==> config.mk <==
export PLATFORM = sky130hd
export DESIGN_NAME = debug_uart_reload_timer
export DESIGN_NICKNAME = d
export VERILOG_FILES = /design/src/verilog/uart_bit_divider.v /design/src/verilog/debug_uart_reload_timer.v
export VERILOG_INCLUDE_DIRS = /design/src /design/src/verilog
export SDC_FILE = /design/constraint.sdc
export NUM_CORES = 1
export LEC_CHECK = 0
export BUFFER_PORTS_ARGS = -buffer_cell sky130_fd_sc_hd__buf_2
export CAP_MARGIN = 20
export CORE_ASPECT_RATIO = 1.25
export CORE_MARGIN = 3
export CORE_UTILIZATION = 56
export DETAILED_ROUTE_END_ITERATION = 8
export PLACE_DENSITY = 0.82
export SLEW_MARGIN = 0
export SYNTH_ARGS = -nofsm -noshare
export SYNTH_HDL_FRONTEND = slang
export SYNTH_SLANG_ARGS = --single-unit
==> constraint.sdc <==
create_clock -name clk_sys_in -period 3.37 [get_ports clk_sys_in]
set_input_delay 0.337 -clock clk_sys_in [delete_from_list [all_inputs] [get_ports clk_sys_in]]
set_output_delay 0.337 -clock clk_sys_in [all_outputs]
set_load 0.05 [all_outputs]
==> src/verilog/debug_uart_regs.vh <==
// Register addresses, field positions, codes and timing counts for the debug serial port and reload timer.
`ifndef DEBUG_UART_REGS_VH
`define DEBUG_UART_REGS_VH

// Special function register addresses.
`define SFR_SERIAL_CTRL 8'h98
`define SFR_SERIAL_BUF 8'h99
`define SFR_TIMER_CTRL 8'hc8
`define SFR_TIMER_MODE 8'hc9
`define SFR_RELOAD_LO 8'hca
`define SFR_RELOAD_HI 8'hcb
`define SFR_COUNT_LO 8'hcc
`define SFR_COUNT_HI 8'hcd

// Serial control and status bit positions.
`define SC_MODE_A 7
`define SC_MODE_B 6
`define SC_MPF 5
`define SC_REN 4
`define SC_TX9 3
`define SC_RX9 2
`define SC_TDONE 1
`define SC_RDONE 0

// Timer control and timer mode bit positions.
`define TC_WRAP 7
`define TC_RXSEL 5
`define TC_TXSEL 4
`define TC_RUN 2
`define TM_TORN 2
`define TM_DIR 0

// Serial modes as {mode_select_bit_a, mode_select_bit_b}.
`define MODE_SHIFT 2'h0
`define MODE_ASYNC8 2'h1
`define MODE_FIXED9 2'h2
`define MODE_TIMED9 2'h3

// Reset values and the all-ones count.
`define RST_BYTE 8'h00
`define RST_WORD 16'h0000
`define COUNT_ALL_ONES 16'hffff

// Machine cycle of six clocks: last phase and last low phase of the shift clock.
`define MC_LAST 3'h5
`define MC_HALF 3'h2

// Sixteen oversample ticks per bit; mid-bit sample point.
`define OVS_LAST 4'hf
`define OVS_MID 4'h7

// Frame lengths in bits and shift-mode data length.
`define FRAME_BITS8 4'ha
`define FRAME_BITS9 4'hb
`define SHIFT_LAST_BIT 4'h7
`define DONE_BITS_LEFT 4'h2
`define LAST_BIT_LEFT 4'h1

`endif

==> src/verilog/uart_bit_divider.v <==
// Divides oversample ticks into mid-bit and end-of-bit strobes for one direction.
`timescale 1ns/1ps
`default_nettype none
`include "debug_uart_regs.vh"

module uart_bit_divider (
   input wire clk_sys_in, // System clock.
   input wire rst_in, // Asynchronous reset, active high.
   input wire restart_in, // Restarts the bit at tick zero.
   input wire tick_in, // Oversample tick, counted once per clock while high.
   output wire mid_out, // Mid-bit strobe.
   output wire end_out // End-of-bit strobe.
);

   reg [3:0] ovs_q;
   reg [3:0] ovs_d;

   // Strobes are combinational so the engines act on the same tick.
   assign mid_out = tick_in && !restart_in && (ovs_q == `OVS_MID);
   assign end_out = tick_in && !restart_in && (ovs_q == `OVS_LAST);

   // A restart aligns the bit to the start edge; the counter wraps naturally at sixteen.
   always @* begin
      ovs_d = ovs_q;
      if (restart_in) begin
         ovs_d = 4'h0;
      end else if (tick_in) begin
         ovs_d = ovs_q + 4'h1;
      end
   end

   always @(posedge clk_sys_in or posedge rst_in) begin
      if (rst_in) begin
         ovs_q <= 4'h0;
      end else begin
         ovs_q <= ovs_d;
      end
   end

endmodule // uart_bit_divider
`default_nettype wire

==> src/verilog/debug_uart_reload_timer.v <==
// Debug serial port with four modes and the 16-bit auto-reload timer that can clock it.
`timescale 1ns/1ps
`default_nettype none
`include "debug_uart_regs.vh"

// Summary of operation
// - Flag high-byte change between low and high reads.
// - Direction bit selects up or down counting outside baud generation mode.
// - Low and high bytes form one 16-bit counter.
// - Reload copies reload bytes into count bytes.
// - One received byte buffered; overrun loses one.
// - Buffer write transmits, read returns receive register.
// - Shift mode: eight bits, clock out, sixth rate.
// - Eight-bit mode: start, eight data, stop.
// - Eight-bit mode stores stop bit as ninth.
// - Eight-bit mode rate from timer overflows.
// - Nine-bit frame, ninth bit from transmit field.
// - Nine-bit receive stores ninth, ignores stop.
// - Fixed nine-bit mode runs at sixteenth or thirty-second.
// - Timed nine-bit mode framed as fixed, timer rate.
// - Any buffer write starts transmission.
// - Shift receive starts when done clear, enabled.
// - Async receive starts on start bit if enabled.
// - Clock select bits pick reload timer overflows.
// - Transmit done after ninth or eighth bit.
// - Filter drops frames with zero ninth bit.
// - No wrap flag in baud generation mode.
module debug_uart_reload_timer (
   input wire clk_sys_in, // System clock, 250 MHz.
   input wire rst_in, // Asynchronous reset, active high.
   input wire [7:0] sfr_addr_in, // Register address.
   input wire [7:0] sfr_wdata_in, // Write data.
   input wire sfr_wr_in, // Write strobe, one cycle.
   input wire sfr_rd_in, // Read strobe, one cycle.
   output wire [7:0] sfr_rdata_out, // Read data, valid the cycle after the strobe.
   input wire uart_rx_in, // Receive pin level.
   output wire uart_rx_out, // Receive pin drive value in shift mode.
   output wire uart_rx_oe_out, // Receive pin drive enable, high while driving.
   output wire uart_tx_out, // Transmit pin, or shift clock in shift mode.
   input wire other_baud_ovf_in, // Overflow pulse of the other baud timer.
   input wire mode2_half_rate_in, // High selects one thirty-second rate in fixed mode.
   output wire reload_timer_ovf_out // Reload timer overflow pulse.
);

   // Register state.
   reg mode_a_q, mode_b_q, mpf_q, ren_q, tx9_q, rx9_q, tdone_q, rdone_q;
   reg [7:0] rx_buf_q;
   reg wrap_q, rxsel_q, txsel_q, run_q, dir_q, torn_q, torn_armed_q;
   reg [15:0] count_q, count_d, reload_q;
   reg [7:0] rdata_q;
   reg rd_low_q;
   reg [2:0] mc_q;
   reg half_q;
   reg rx_sync1_q, rx_sync2_q, rx_prev_q;
   // Async transmit engine.
   reg tx_busy_q, tx_line_q;
   reg [10:0] tx_shift_q;
   reg [3:0] tx_left_q;
   // Async receive engine.
   reg rx_active_q, rx_first_q;
   reg [9:0] rx_shift_q;
   reg [3:0] rx_left_q;
   // Shift-mode engine.
   reg m0_active_q, m0_is_rx_q, m0_clk_q;
   reg [2:0] m0_phase_q;
   reg [3:0] m0_cnt_q;
   reg [7:0] m0_shift_q;

   wire [1:0] mode = {mode_a_q, mode_b_q};
   wire nine_bit = mode_a_q;
   wire wr_sc = sfr_wr_in && (sfr_addr_in == `SFR_SERIAL_CTRL);
   wire wr_buf = sfr_wr_in && (sfr_addr_in == `SFR_SERIAL_BUF);
   wire wr_tc = sfr_wr_in && (sfr_addr_in == `SFR_TIMER_CTRL);
   wire wr_tm = sfr_wr_in && (sfr_addr_in == `SFR_TIMER_MODE);
   wire wr_rl = sfr_wr_in && (sfr_addr_in == `SFR_RELOAD_LO);
   wire wr_rh = sfr_wr_in && (sfr_addr_in == `SFR_RELOAD_HI);
   wire wr_cl = sfr_wr_in && (sfr_addr_in == `SFR_COUNT_LO);
   wire wr_ch = sfr_wr_in && (sfr_addr_in == `SFR_COUNT_HI);
   wire rd_low = sfr_rd_in && (sfr_addr_in == `SFR_COUNT_LO);
   wire rd_high = sfr_rd_in && (sfr_addr_in == `SFR_COUNT_HI);

   // Reload timer stepping once per machine cycle of six clocks.
   wire baud_mode = rxsel_q || txsel_q;
   wire mc_tick = (mc_q == `MC_LAST);
   wire step = run_q && mc_tick;
   wire count_up = dir_q || baud_mode;
   wire t_ovf_up = step && count_up && (count_q == `COUNT_ALL_ONES);
   wire t_ovf_dn = step && !count_up && (count_q == reload_q);
   wire t_ovf = t_ovf_up || t_ovf_dn;
   reg [15:0] hw_count;

   assign reload_timer_ovf_out = t_ovf;

   // Both bytes step as one word; firmware writes win over the hardware update of that byte.
   always @* begin
      hw_count = count_q;
      if (t_ovf_up) begin
         hw_count = reload_q;
      end else if (t_ovf_dn) begin
         hw_count = `COUNT_ALL_ONES;
      end else if (step && count_up) begin
         hw_count = count_q + 16'h0001;
      end else if (step) begin
         hw_count = count_q - 16'h0001;
      end
      count_d = hw_count;
      if (wr_cl) begin
         count_d[7:0] = sfr_wdata_in;
      end
      if (wr_ch) begin
         count_d[15:8] = sfr_wdata_in;
      end
   end

   wire high_hw_change = !wr_ch && (hw_count[15:8] != count_q[15:8]);
   // Clear acts on the cycle after a low-byte read strobe ends.
   wire torn_clear = rd_low_q && !rd_low;

   // Oversample tick sources per direction.
   wire fixed_tick = !mode2_half_rate_in || half_q;
   wire rx_timer_tick = rxsel_q ? t_ovf : other_baud_ovf_in;
   wire tx_timer_tick = txsel_q ? t_ovf : other_baud_ovf_in;
   wire rx_tick = (mode == `MODE_FIXED9) ? fixed_tick : rx_timer_tick;
   wire tx_tick = (mode == `MODE_FIXED9) ? fixed_tick : tx_timer_tick;

   // Transmit engine strobes.
   wire tx_start = wr_buf && (mode != `MODE_SHIFT);
   wire tx_end;
   uart_bit_divider u_tx_div (
      .clk_sys_in(clk_sys_in),
      .rst_in(rst_in),
      .restart_in(tx_start),
      .tick_in(tx_tick),
      .mid_out(),
      .end_out(tx_end)
   );
   wire tx_bit_end = tx_busy_q && tx_end;
   wire tx_done_evt = tx_bit_end && (tx_left_q == `DONE_BITS_LEFT);

   // Receive engine strobes.
   wire rx_start = !rx_active_q && ren_q && (mode != `MODE_SHIFT) && rx_prev_q && !rx_sync2_q;
   wire rx_mid;
   uart_bit_divider u_rx_div (
      .clk_sys_in(clk_sys_in),
      .rst_in(rst_in),
      .restart_in(rx_start),
      .tick_in(rx_tick),
      .mid_out(rx_mid),
      .end_out()
   );
   wire rx_sample = rx_active_q && rx_mid;
   wire [9:0] rx_word = {rx_sync2_q, rx_shift_q[9:1]};
   wire rx_final = rx_sample && !rx_first_q && (rx_left_q == `LAST_BIT_LEFT);
   wire [7:0] rx_data = nine_bit ? rx_word[7:0] : rx_word[8:1];
   wire rx_ninth = nine_bit ? rx_word[8] : rx_word[9];
   // A frame is taken only when the receive done flag is clear and the filter passes it.
   wire rx_accept = rx_final && !rdone_q && !(mpf_q && !rx_ninth);

   // Shift-mode strobes: six clocks per bit.
   wire m0_rx_start = (mode == `MODE_SHIFT) && !m0_active_q && ren_q && !rdone_q && !wr_buf;
   wire m0_tx_start = (mode == `MODE_SHIFT) && wr_buf;
   wire m0_bit_end = m0_active_q && (m0_phase_q == `MC_LAST);
   wire m0_last = m0_bit_end && (m0_cnt_q == `SHIFT_LAST_BIT);
   wire m0_tx_done = m0_last && !m0_is_rx_q;
   wire m0_rx_done = m0_last && m0_is_rx_q;

   // Serial control and status register; hardware sets win over firmware clears.
   always @(posedge clk_sys_in or posedge rst_in) begin
      if (rst_in) begin
         mode_a_q <= 1'b0;
         mode_b_q <= 1'b0;
         mpf_q <= 1'b0;
         ren_q <= 1'b0;
         tx9_q <= 1'b0;
         rx9_q <= 1'b0;
         tdone_q <= 1'b0;
         rdone_q <= 1'b0;
         rx_buf_q <= `RST_BYTE;
      end else begin
         if (wr_sc) begin
            mode_a_q <= sfr_wdata_in[`SC_MODE_A];
            mode_b_q <= sfr_wdata_in[`SC_MODE_B];
            mpf_q <= sfr_wdata_in[`SC_MPF];
            ren_q <= sfr_wdata_in[`SC_REN];
            tx9_q <= sfr_wdata_in[`SC_TX9];
         end
         if (rx_accept) begin
            rx9_q <= rx_ninth;
         end else if (wr_sc) begin
            rx9_q <= sfr_wdata_in[`SC_RX9];
         end
         if (tx_done_evt || m0_tx_done) begin
            tdone_q <= 1'b1;
         end else if (wr_sc) begin
            tdone_q <= sfr_wdata_in[`SC_TDONE];
         end
         if (rx_accept || m0_rx_done) begin
            rdone_q <= 1'b1;
         end else if (wr_sc) begin
            rdone_q <= sfr_wdata_in[`SC_RDONE];
         end
         // The receive register is separate from the transmit shifter.
         if (rx_accept) begin
            rx_buf_q <= rx_data;
         end else if (m0_rx_done) begin
            rx_buf_q <= m0_shift_q;
         end
      end
   end

   // Timer control, mode, reload and count registers.
   always @(posedge clk_sys_in or posedge rst_in) begin
      if (rst_in) begin
         wrap_q <= 1'b0;
         rxsel_q <= 1'b0;
         txsel_q <= 1'b0;
         run_q <= 1'b0;
         dir_q <= 1'b0;
         torn_q <= 1'b0;
         torn_armed_q <= 1'b0;
         rd_low_q <= 1'b0;
         reload_q <= `RST_WORD;
         count_q <= `RST_WORD;
      end else begin
         count_q <= count_d;
         rd_low_q <= rd_low;
         if (wr_tc) begin
            rxsel_q <= sfr_wdata_in[`TC_RXSEL];
            txsel_q <= sfr_wdata_in[`TC_TXSEL];
            run_q <= sfr_wdata_in[`TC_RUN];
         end
         // Overflow in baud generation mode never raises the wrap flag.
         if (t_ovf && !baud_mode) begin
            wrap_q <= 1'b1;
         end else if (wr_tc) begin
            wrap_q <= wrap_q && sfr_wdata_in[`TC_WRAP];
         end
         if (wr_tm) begin
            dir_q <= sfr_wdata_in[`TM_DIR];
         end
         if (wr_rl) begin
            reload_q[7:0] <= sfr_wdata_in;
         end
         if (wr_rh) begin
            reload_q[15:8] <= sfr_wdata_in;
         end
         // Armed from a low-byte read until the following high-byte read.
         if (rd_low) begin
            torn_armed_q <= 1'b1;
         end else if (rd_high) begin
            torn_armed_q <= 1'b0;
         end
         if (torn_armed_q && high_hw_change) begin
            torn_q <= 1'b1;
         end else if (torn_clear) begin
            torn_q <= 1'b0;
         end
      end
   end

   // Read data is registered; unmapped addresses read zero.
   always @(posedge clk_sys_in or posedge rst_in) begin
      if (rst_in) begin
         rdata_q <= `RST_BYTE;
      end else if (sfr_rd_in) begin
         case (sfr_addr_in)
            `SFR_SERIAL_CTRL: rdata_q <= {mode_a_q, mode_b_q, mpf_q, ren_q, tx9_q, rx9_q, tdone_q, rdone_q};
            `SFR_SERIAL_BUF: rdata_q <= rx_buf_q;
            `SFR_TIMER_CTRL: rdata_q <= {wrap_q, 1'b0, rxsel_q, txsel_q, 1'b0, run_q, 2'b00};
            `SFR_TIMER_MODE: rdata_q <= {5'b00000, torn_q, 1'b0, dir_q};
            `SFR_RELOAD_LO: rdata_q <= reload_q[7:0];
            `SFR_RELOAD_HI: rdata_q <= reload_q[15:8];
            `SFR_COUNT_LO: rdata_q <= count_q[7:0];
            `SFR_COUNT_HI: rdata_q <= count_q[15:8];
            default: rdata_q <= `RST_BYTE;
         endcase
      end
   end

   assign sfr_rdata_out = rdata_q;

   // Machine-cycle prescaler, fixed-rate half toggle and receive pin synchroniser.
   always @(posedge clk_sys_in or posedge rst_in) begin
      if (rst_in) begin
         mc_q <= 3'h0;
         half_q <= 1'b0;
         rx_sync1_q <= 1'b1;
         rx_sync2_q <= 1'b1;
         rx_prev_q <= 1'b1;
      end else begin
         mc_q <= mc_tick ? 3'h0 : mc_q + 3'h1;
         half_q <= !half_q;
         rx_sync1_q <= uart_rx_in;
         rx_sync2_q <= rx_sync1_q;
         rx_prev_q <= rx_sync2_q;
      end
   end

   // Async transmitter: frame is shifted LSB first, line idles high.
   // A write while busy restarts the frame; firmware is expected to wait for the done flag.
   always @(posedge clk_sys_in or posedge rst_in) begin
      if (rst_in) begin
         tx_busy_q <= 1'b0;
         tx_line_q <= 1'b1;
         tx_shift_q <= 11'h7ff;
         tx_left_q <= 4'h0;
      end else if (tx_start) begin
         tx_busy_q <= 1'b1;
         tx_line_q <= 1'b0;
         if (nine_bit) begin
            tx_shift_q <= {1'b1, tx9_q, sfr_wdata_in, 1'b0};
            tx_left_q <= `FRAME_BITS9;
         end else begin
            tx_shift_q <= {2'b11, sfr_wdata_in, 1'b0};
            tx_left_q <= `FRAME_BITS8;
         end
      end else if (mode == `MODE_SHIFT) begin
         tx_busy_q <= 1'b0;
         tx_line_q <= 1'b1;
      end else if (tx_bit_end) begin
         tx_shift_q <= {1'b1, tx_shift_q[10:1]};
         tx_line_q <= tx_shift_q[1];
         tx_left_q <= tx_left_q - 4'h1;
         if (tx_left_q == `LAST_BIT_LEFT) begin
            tx_busy_q <= 1'b0;
            tx_line_q <= 1'b1;
         end
      end
   end

   // Async receiver: start bit is rechecked at mid-bit to reject glitches.
   always @(posedge clk_sys_in or posedge rst_in) begin
      if (rst_in) begin
         rx_active_q <= 1'b0;
         rx_first_q <= 1'b0;
         rx_shift_q <= 10'h000;
         rx_left_q <= 4'h0;
      end else if (rx_start) begin
         rx_active_q <= 1'b1;
         rx_first_q <= 1'b1;
         rx_left_q <= nine_bit ? `FRAME_BITS9 - 4'h1 : `FRAME_BITS8 - 4'h1;
      end else if (!ren_q || (mode == `MODE_SHIFT)) begin
         rx_active_q <= 1'b0;
      end else if (rx_sample && rx_first_q) begin
         rx_first_q <= 1'b0;
         rx_active_q <= !rx_sync2_q;
      end else if (rx_sample) begin
         rx_shift_q <= rx_word;
         rx_left_q <= rx_left_q - 4'h1;
         if (rx_left_q == `LAST_BIT_LEFT) begin
            rx_active_q <= 1'b0;
         end
      end
   end

   // Shift mode: clock low for three clocks, high for three; data sampled before the rising edge.
   always @(posedge clk_sys_in or posedge rst_in) begin
      if (rst_in) begin
         m0_active_q <= 1'b0;
         m0_is_rx_q <= 1'b0;
         m0_clk_q <= 1'b1;
         m0_phase_q <= 3'h0;
         m0_cnt_q <= 4'h0;
         m0_shift_q <= `RST_BYTE;
      end else if (m0_tx_start || m0_rx_start) begin
         m0_active_q <= 1'b1;
         m0_is_rx_q <= m0_rx_start;
         m0_clk_q <= 1'b0;
         m0_phase_q <= 3'h0;
         m0_cnt_q <= 4'h0;
         m0_shift_q <= m0_tx_start ? sfr_wdata_in : `RST_BYTE;
      end else if (mode != `MODE_SHIFT) begin
         m0_active_q <= 1'b0;
         m0_clk_q <= 1'b1;
      end else if (m0_active_q) begin
         m0_phase_q <= m0_bit_end ? 3'h0 : m0_phase_q + 3'h1;
         m0_clk_q <= m0_bit_end ? m0_last : (m0_phase_q >= `MC_HALF);
         if (m0_is_rx_q && (m0_phase_q == `MC_HALF)) begin
            m0_shift_q <= {rx_sync2_q, m0_shift_q[7:1]};
         end
         if (m0_bit_end) begin
            if (!m0_is_rx_q) begin
               m0_shift_q <= {1'b0, m0_shift_q[7:1]};
            end
            m0_cnt_q <= m0_cnt_q + 4'h1;
            if (m0_last) begin
               m0_active_q <= 1'b0;
            end
         end
      end
   end

   // Pins: in shift mode the transmit pin carries the clock and the receive pin carries data.
   assign uart_tx_out = (mode == `MODE_SHIFT) ? m0_clk_q : tx_line_q;
   assign uart_rx_out = m0_shift_q[0];
   assign uart_rx_oe_out = m0_active_q && !m0_is_rx_q;

endmodule // debug_uart_reload_timer
`default_nettype wire

# Yosys cells after proc, flatten, opt, wreduce, memory -nomap -nowiden
# Cells that the tools add are included.
# word_totals
ff_bits	130
n_memories	0
latch_bits	0
ramBits	0
wordCells	272
output_inout_bits	12
romBits	0
in_bits	23
# classes
magnitude_cmp	1
muxes	86
n_reduce_logical	105
addsub	9
multipliers	0
n_bitwise	3
n_div	0
shift	0
n_eq_ne	25
# ops
cell	n
8-bit two-way mux	12
8-bit == test (second input constant)	8
16-bit two-way mux	4
8-bit case mux with 8 select lines	1
4-bit two-way mux	15
1-bit logical AND	49
1-bit two-way mux	44
11-bit two-way mux	3
2-bit nonzero test	15
1-bit zero test	18
16-bit by 1-bit adder with 16-bit output (second input constant)	1
16-bit == test	1
16-bit == test (second input constant)	1
16-bit by 1-bit subtractor with 16-bit output (second input constant)	1
3-bit two-way mux	5
4-bit by 1-bit adder with 4-bit output (second input constant)	3
10-bit two-way mux	1
2-bit AND reduction	5
3-bit nonzero test	3
4-bit by 1-bit == test with 1-bit output (second input constant)	2
4-bit by 3-bit == test with 1-bit output (second input constant)	2
1-bit logical OR	8
8-bit != test	1
4-bit nonzero test	2
16 further kinds	24

# Depth between registers and ports, before layout
# Gate-level depths: netlist of run 1.
# depth
ltp_word	17
depth_mapped	10
depth_no_buf	9

# Modules after synthesis
# A second synthesis of run 1 with hierarchy kept.
# hier_totals
cells_unflattened	794
area_unflattened_um2	7335.8
# modules_own_cells
mod	area_per_inst_um2	instances	seq_area_each_um2	cells_each
debug_uart_reload_timer	6900.4	1	2995.4	750
uart_bit_divider	217.7	2	100.1	22

# Least setup slack after synthesis of run 1
# OpenSTA, ideal clock, no wires.
# synth_path
path_kind	register -> output
startpoint	register count_q[3]
endpoint	output reload_timer_ovf_out
required_ps	3033
path_slack_ps	287
arrival_ps	2746
path_stages_with_launch	6
n_path_buf	2
path_cell_list	dfrtp_1 > clkbuf_1 > and4_1 > clkbuf_1 > nand3_1 > o41ai_1
# synth_between
elab_chain_cells	3
word_cells_on_any_way	5
cone_classes	2 x eq/ne; 3 x reduce/logical
# synth_lines
element	line	text
start: declaration	debug_uart_reload_timer.v:49	reg [15:0] count_q, count_d, reload_q;
start signal: assignment	debug_uart_reload_timer.v:223	count_q <= `RST_WORD;
start signal: assignment	debug_uart_reload_timer.v:225	count_q <= count_d;
16-bit == test, on equally long branches	-	
1-bit logical AND, on equally long branches	debug_uart_reload_timer.v:87, debug_uart_reload_timer.v:88	
1-bit logical OR (*)	debug_uart_reload_timer.v:89	wire t_ovf = t_ovf_up || t_ovf_dn;
end: declaration	debug_uart_reload_timer.v:42	output wire reload_timer_ovf_out
# Mark *: on every way between the ends. The rest lies on a longest branch, timed or not.

# Final worst setup path of run 1
# layout_path
startpoint	register rxsel_q
endpoint	output reload_timer_ovf_out
# layout_between
elab_chain_cells	6
word_cells_on_any_way	8
cone_classes	8 x reduce/logical
# layout_lines
element	line	text
start: declaration	debug_uart_reload_timer.v:48	reg wrap_q, rxsel_q, txsel_q, run_q, dir_q, torn_q, torn_armed_q;
start signal: assignment	debug_uart_reload_timer.v:228	rxsel_q <= sfr_wdata_in[`TC_RXSEL];
1-bit logical OR (*)	debug_uart_reload_timer.v:83	wire baud_mode = rxsel_q || txsel_q;
1-bit logical OR (*)	debug_uart_reload_timer.v:86	wire count_up = dir_q || baud_mode;
1-bit zero test	debug_uart_reload_timer.v:88	wire t_ovf_dn = step && !count_up && (count_q == reload_q);
1-bit logical AND (2 in a row)	debug_uart_reload_timer.v:88	
1-bit logical OR (*)	debug_uart_reload_timer.v:89	
# Marks and branches as above.

==> flow_summary.json, run 1 <==
{
  "post-route-period-util_pct": 97.24,
  "die_area_sq_mm": 0.01438,
  "switchingPower_mw": 1.452,
  "cts_tree": "yes",
  "yosys.area.top_type": "dfrtp_1",
  "design_area_sq_mm": 0.008227,
  "grt_pass1_wl_um": 35610,
  "cts_setup_buffers": 0,
  "ys_async_sr_fraction_pct": 100.0,
  "die_y_um": 133.3,
  "antenna_found_initial": 1,
  "area_growth_syn_to_layout_pct": 13.24,
  "numCtsBuffers": 17,
  "syn-num-nets": 780,
  "gr-max-usage-layer": "met2",
  "dpl.hpwl_um": 15650,
  "cp-start-kind": "flip-flop",
  "routed_wl_um": 22290,
  "clkTransAtPathRegs_ps": 60,
  "crit_buf_inv": 1,
  "placed_cell_area_sq_mm": 0.007604,
  "dpl_worst_slack_ps": 509.7,
  "setup_tns_ps": 0,
  "top_level_ports": 35,
  "core.rowCount": 45,
  "crit_path_top_delay_cell": "nor3_4",
  "yosysSeqAreaShare_pct": 43.99,
  "worstSetupPathType": "flip-flop to output port",
  "finalSetupViolations": 0,
  "grt_max_degree": 49,
  "max_stage_delay_ps": 550,
  "p_int_mw": 3.190,
  "fillCellCount": 1002,
  "clockPowerShare_pct": 41.0,
  "ir_drop_uv": 474.5,
  "cp_data_required_time_ps": 3030,
  "clk_latency_ps": 420,
  "numPortBuffers": 34,
  "ys.flop_type": "dfrtp_1",
  "synth.avg_cell_area_sq_um": 9.764,
  "core_area_sq_mm": 0.01239,
  "synth_top_area_share_pct": 38.93,
  "drc_errors": 0,
  "grt_usage_pct": 32.53,
  "fin_nets": 808,
  "die_w_um": 107.9,
  "cp_max_fo": 9,
  "drive_above_1_share_pct": 21.53,
  "synthDistinctLibCells": 77,
  "cp_top_family": "simple AND/OR/NAND/NOR gates",
  "slew_headroom_pct": 34.26,
  "power.share.sequential_pct": 42.1,
  "vias_per_cell": 6.668,
  "grt_setup_unrepaired": "false",
  "syn_area_sq_mm": 0.007264,
  "drv_cap": 0,
  "grt_overflow_total": 0,
  "skew_ps": 7.854,
  "firstDrtPassIters": 8,
  "cts_buffer_depth": 2,
  "h-tree-depth": 4,
  "synth_edf_count": 0,
  "switching_share_pct": 31.27,
  "combPwrFrac_pct": 16.9,
  "cts_resized": 0,
  "yosys_warnings": 0,
  "drtIter0Drc": 569,
  "min_path_type": "primary input to flip-flop",
  "via_count": 6335,
  "grt_pass1_vias": 6406,
  "synth_seq_cells": 127,
  "cts-root-buf": "clkbuf_16",
  "holdBufCountCts": 0,
  "start_util_pct": 58.65,
  "cp.arrival_ps": 2940,
  "fin_crit_ps": 3277,
  "end_kind": "output port",
  "slew_viol_final": 0,
  "final.setup.worst_slack_ps": 92.93,
  "clock-sinks": 127,
  "syn_inst": 744,
  "crit_chain": "nor3_4 > nand3_1 > or4_4 > or2_1 > o41ai_1 > buf_2",
  "p_per_area_mw_per_mm2": 564.2,
  "synthTopCellsByArea": "dfrtp_1 39%, mux2_2 7.3%, dfstp_2 5.1%",
  "worstMarginPinSlew_ps": 984.0,
  "grt_use_met1_pct": 39.03,
  "grt_use_met2_pct": 54.25,
  "met3_usage_pct": 5.865,
  "finalHoldViolCount": 0,
  "fmax_ghz": 0.3052,
  "place_congestion": 1.043,
  "ant_nets": 0,
  "wl_per_cell_um": 23.46,
  "status": "completed",
  "leakage_nw": 3.660
}
cells in the mapped netlist, drive strengths merged (6+ instances only):
| library cell | instances |
|---|---|
| a21oi | 34 |
| a221oi | 8 |
| a22oi | 11 |
| a2bb2oi | 8 |
| a31oi | 8 |
| and3 | 8 |
| buf | 17 |
| clkbuf | 28 |
| dfrtp | 113 |
| dfstp | 14 |
| ha | 13 |
| inv | 33 |
| mux2 | 47 |
| mux2i | 21 |
| nand2 | 65 |
| nand3 | 22 |
| nand4 | 13 |
| nor2 | 64 |
| nor2b | 6 |
| nor3 | 17 |
| nor4 | 7 |
| o21ai | 38 |
| o22ai | 23 |
| xnor2 | 9 |
| xor2 | 32 |
flip-flops by register name, indices dropped and copies added (netlist names), 3 cells and up:
signal          count
rx_buf_q            8
m0_shift_q          8
u_tx_div.ovs_q      4
sfr_rdata_out       8
tx_left_q           4
rx_shift_q          9
rx_left_q           4
reload_q           16
tx_shift_q          9
mc_q                3
m0_cnt_q            4
u_rx_div.ovs_q      4
m0_phase_q          3
count_q            16
stage by stage:
stage               power [mW]  instances  utilization [%]  hold slack [ps]
finish                   4.642        950            66.41            25.37
global route             4.838        949            66.39            12.83
CTS                      4.635        948            66.33            9.427
detailed placement       2.720        916            61.38            347.2
global placement         2.672        916            61.38            346.6
floorplan                2.453        744                -            341.5
power groups by stage:
stage	sequential, mW	clock [mW]	combinational, mW
6_report	1.95	1.90	0.785
2_1_floorplan	1.88	0	0.575
3_5_place_dp	1.96	0	0.759
4_1_cts	1.94	1.92	0.777
3_3_place_gp	1.95	0	0.723
5_1_grt	1.98	1.99	0.875
final cells by class:
class                   count  area (sq um)  area share [%]
inverters                  33         127.6           1.551
well taps                 164         205.2           2.494
diodes                      1         2.502         0.03042
flip-flops and latches    127          3196           38.84
clock inverters            15         187.7           2.281
repair buffers             54         345.3           4.198
clock buffers              17         425.4           5.171
multi-input cells         539          3737           45.43
cells in the final DEF (no fill, tap or decap), drive strengths merged, types with 6 or more instances in the layout:
master	instances
a21oi	34
nor2	64
nor3	17
mux2i	21
xnor2	9
nand3	22
a22oi	11
a31oi	8
inv	35
nand2	65
o22ai	23
o21ai	38
dfstp	14
and3	8
a221oi	8
mux2	47
clkbuf	18
dfrtp	113
ha	13
a2bb2oi	8
nand4	13
nor4	7
xor2	32
nor2b	6
buf	53
clkinv	7
path summary, 6_finish.rpt:
check                           start                   end  slack (ps)  cells after the start
min in group asynchronous      rst_in               mc_q[0]         130                      2
setup / recovery              rxsel_q  reload_timer_ovf_out          90                      6
max in group asynchronous      rst_in           rx_buf_q[4]        2450                      3
hold reg to reg            rx_sync1_q            rx_sync2_q         360                      0
setup reg to reg              rxsel_q                torn_q         380                      7
hold / removal             uart_rx_in            rx_sync1_q          30                      1
kinds of logic (layout without fill, tap and decap cells):
kind of cell	count (synthesis)	after routing	share of synthesized area, %
and+or+nand+nor	238	238	17.00
AOI/OAI and AO/OA	178	178	16.78
DFF	127	127	43.99
buffers and inverters	78	119	4.564
muxes	69	69	10.49
xor gates and xnor gates	41	41	4.943
adders and majority gates	13	13	2.239
other	0	1	0
per-layer routing:
metal	vias up	wire length, um
met3	85	1590
met5	-	0
met1	3124	8207
li1	2790	-
met2	336	11310
met4	0	1181
Note: power is estimated with default switching activity, not from simulation.
==> run 2: changes to the inputs <==
Settings changed: PLACE_DENSITY 0.82 to 0.81.
==> run 2 against run 1 <==
Against the previous run: hold slack worse by 14 ps; core utilization shrank 0.17 points; sequential power hardly changed; global-route usage is 1.1 points lower; largest power group unchanged; sequential share of layout area is 0.10 points higher; combinational power fell by 4.6%; critical path depth unchanged; clock power about the same; via count shrank 0.82%; critical endpoint unchanged; final cell count fell by 0.21%.
==> flow_summary.json, run 2 (synthesis gave the netlist of run 1 again) <==
{
  "fin_crit_ps": 3085,
  "dpl_worst_slack_ps": 490.8,
  "crit_buf_inv": 1,
  "h-tree-depth": 4,
  "status": "completed",
  "post-route-period-util_pct": 91.56,
  "cts_resized": 0,
  "crit_path_top_delay_cell": "or4_4",
  "drc_errors": 0,
  "numCtsBuffers": 17,
  "top_level_ports": 35,
  "via_count": 6283,
  "drv_cap": 0,
  "fin_util_pct": 66.24,
  "start_util_pct": 58.65,
  "p_per_area_mw_per_mm2": 557.6,
  "die_y_um": 133.3,
  "min_path_type": "primary input to asynchronous set/reset pin",
  "numPortBuffers": 34,
  "grt_setup_unrepaired": "false",
  "final.setup.worst_slack_ps": 284.6,
  "cts_buffer_depth": 2,
  "finalSetupViolations": 0,
  "cts_tree": "yes",
  "placed_cell_area_sq_mm": 0.007576,
  "max_stage_delay_ps": 520,
  "final_cell_mix": "113 x dfrtp_1, 65 x nand2_1, 62 x nor2_1",
  "r2r_slack_ps": 410,
  "wl_per_cell_um": 22.90,
  "core_area_sq_mm": 0.01239,
  "grt_overflow_total": 0,
  "die_w_um": 107.9,
  "setup_tns_ps": 0,
  "cp.arrival_ps": 2750,
  "skew_ps": 9.435,
  "n_antenna_cell": 0,
  "cts-root-buf": "clkbuf_16",
  "fin_nets": 807,
  "worstMarginPinSlew_ps": 816.6,
  "end_kind": "output port",
  "holdBufCountCts": 0,
  "antenna_found_initial": 0,
  "ant_nets": 0,
  "grt_pass1_wl_um": 34450,
  "grt_pass1_vias": 6328,
  "cp_top_family": "simple AND/OR/NAND/NOR gates",
  "cp-start-kind": "flip-flop",
  "grt_max_degree": 63,
  "place_congestion": 0.9677,
  "leakage_nw": 3.655,
  "design_area_sq_mm": 0.008205,
  "fmax_ghz": 0.3241,
  "place_inst": 914,
  "firstDrtPassIters": 5,
  "die_area_sq_mm": 0.01438,
  "vias_per_cell": 6.628,
  "whs_ps": 11.02,
  "seqCellArea_sq_mm": 0.003196,
  "ir_drop_uv": 508.3,
  "fillCellCount": 963,
  "multi_input_area_sq_mm": 0.003737,
  "drive_above_1_share_pct": 21.30,
  "area_growth_syn_to_layout_pct": 12.95,
  "stdcell_count": 948,
  "finalHoldViolCount": 0,
  "clkTransAtPathRegs_ps": 60,
  "cp_data_required_time_ps": 3030,
  "dpl.hpwl_um": 15610,
  "crit_chain": "nor3_4 > nand3_1 > or4_4 > or2_1 > o41ai_1 > buf_2",
  "routed_wl_um": 21710,
  "grt_usage_pct": 31.44,
  "p_total_mw": 4.575,
  "worstSetupPathType": "flip-flop to output port",
  "clk_latency_ps": 420,
  "cp_max_fo": 14,
  "core.rowCount": 45,
  "cts_setup_buffers": 0,
  "clock-sinks": 127,
  "reg.largest.list": "count_q x16, reload_q x16",
  "final_common_cell": "dfrtp_1",
  "slew_viol_final": 0,
  "slew_headroom_pct": 45.36,
  "drtIter0Drc": 459
}
[run 2: cell types whose count changed in the layout (fill, tap and decap cells not counted)]
cell,change
buf_12,-1
buf_4,+1
bufinv_16,-1
clkbuf_1,+1
clkbuf_4,-1
clkbuf_8,+6
clkinv_4,-3
diode_2,-1
inv_6,-2
inv_8,-1
[run 2: final timing paths]
path / startpoint / endpoint / cells past startpoint
worst min register to register: rx_sync1_q / rx_sync2_q / 0
min in group clk_sys_in: uart_rx_in / rx_sync1_q / 1
worst max-delay path: txsel_q / reload_timer_ovf_out / 6
worst max register to register: count_q[12] / rx_buf_q[7] / 7
max in group asynchronous: rst_in / tx_shift_q[1] / 3
worst min-delay path: rst_in / u_rx_div.ovs_q[3] / 2
[run 2: power by group]
group	leakage (nW)	total [mW]	switching [mW]	internal (mW)
Sequential	1.56	1.96	0.246	1.71
Clock	0.298	1.87	0.662	1.21
Combinational	1.79	0.749	0.451	0.299
[run 2: layer usage]
| metal | routed length [um] | track usage [%] |
|---|---|---|
| met4 | 1459 | 20.84 |
| met2 | 10840 | 52.49 |
| met5 | 0 | 0 |
| met3 | 1263 | 5.962 |
| met1 | 8141 | 36.40 |
[run 2: final cells by class]
cell class	instances	area share [%]
Sequential cell	127	38.94
Multi-Input combinational cell	539	45.55
Timing Repair Buffer	53	3.965
Inverter	33	1.555
Clock inverter	8	1.250
Tap cell	164	2.501
Clock buffer	24	6.237
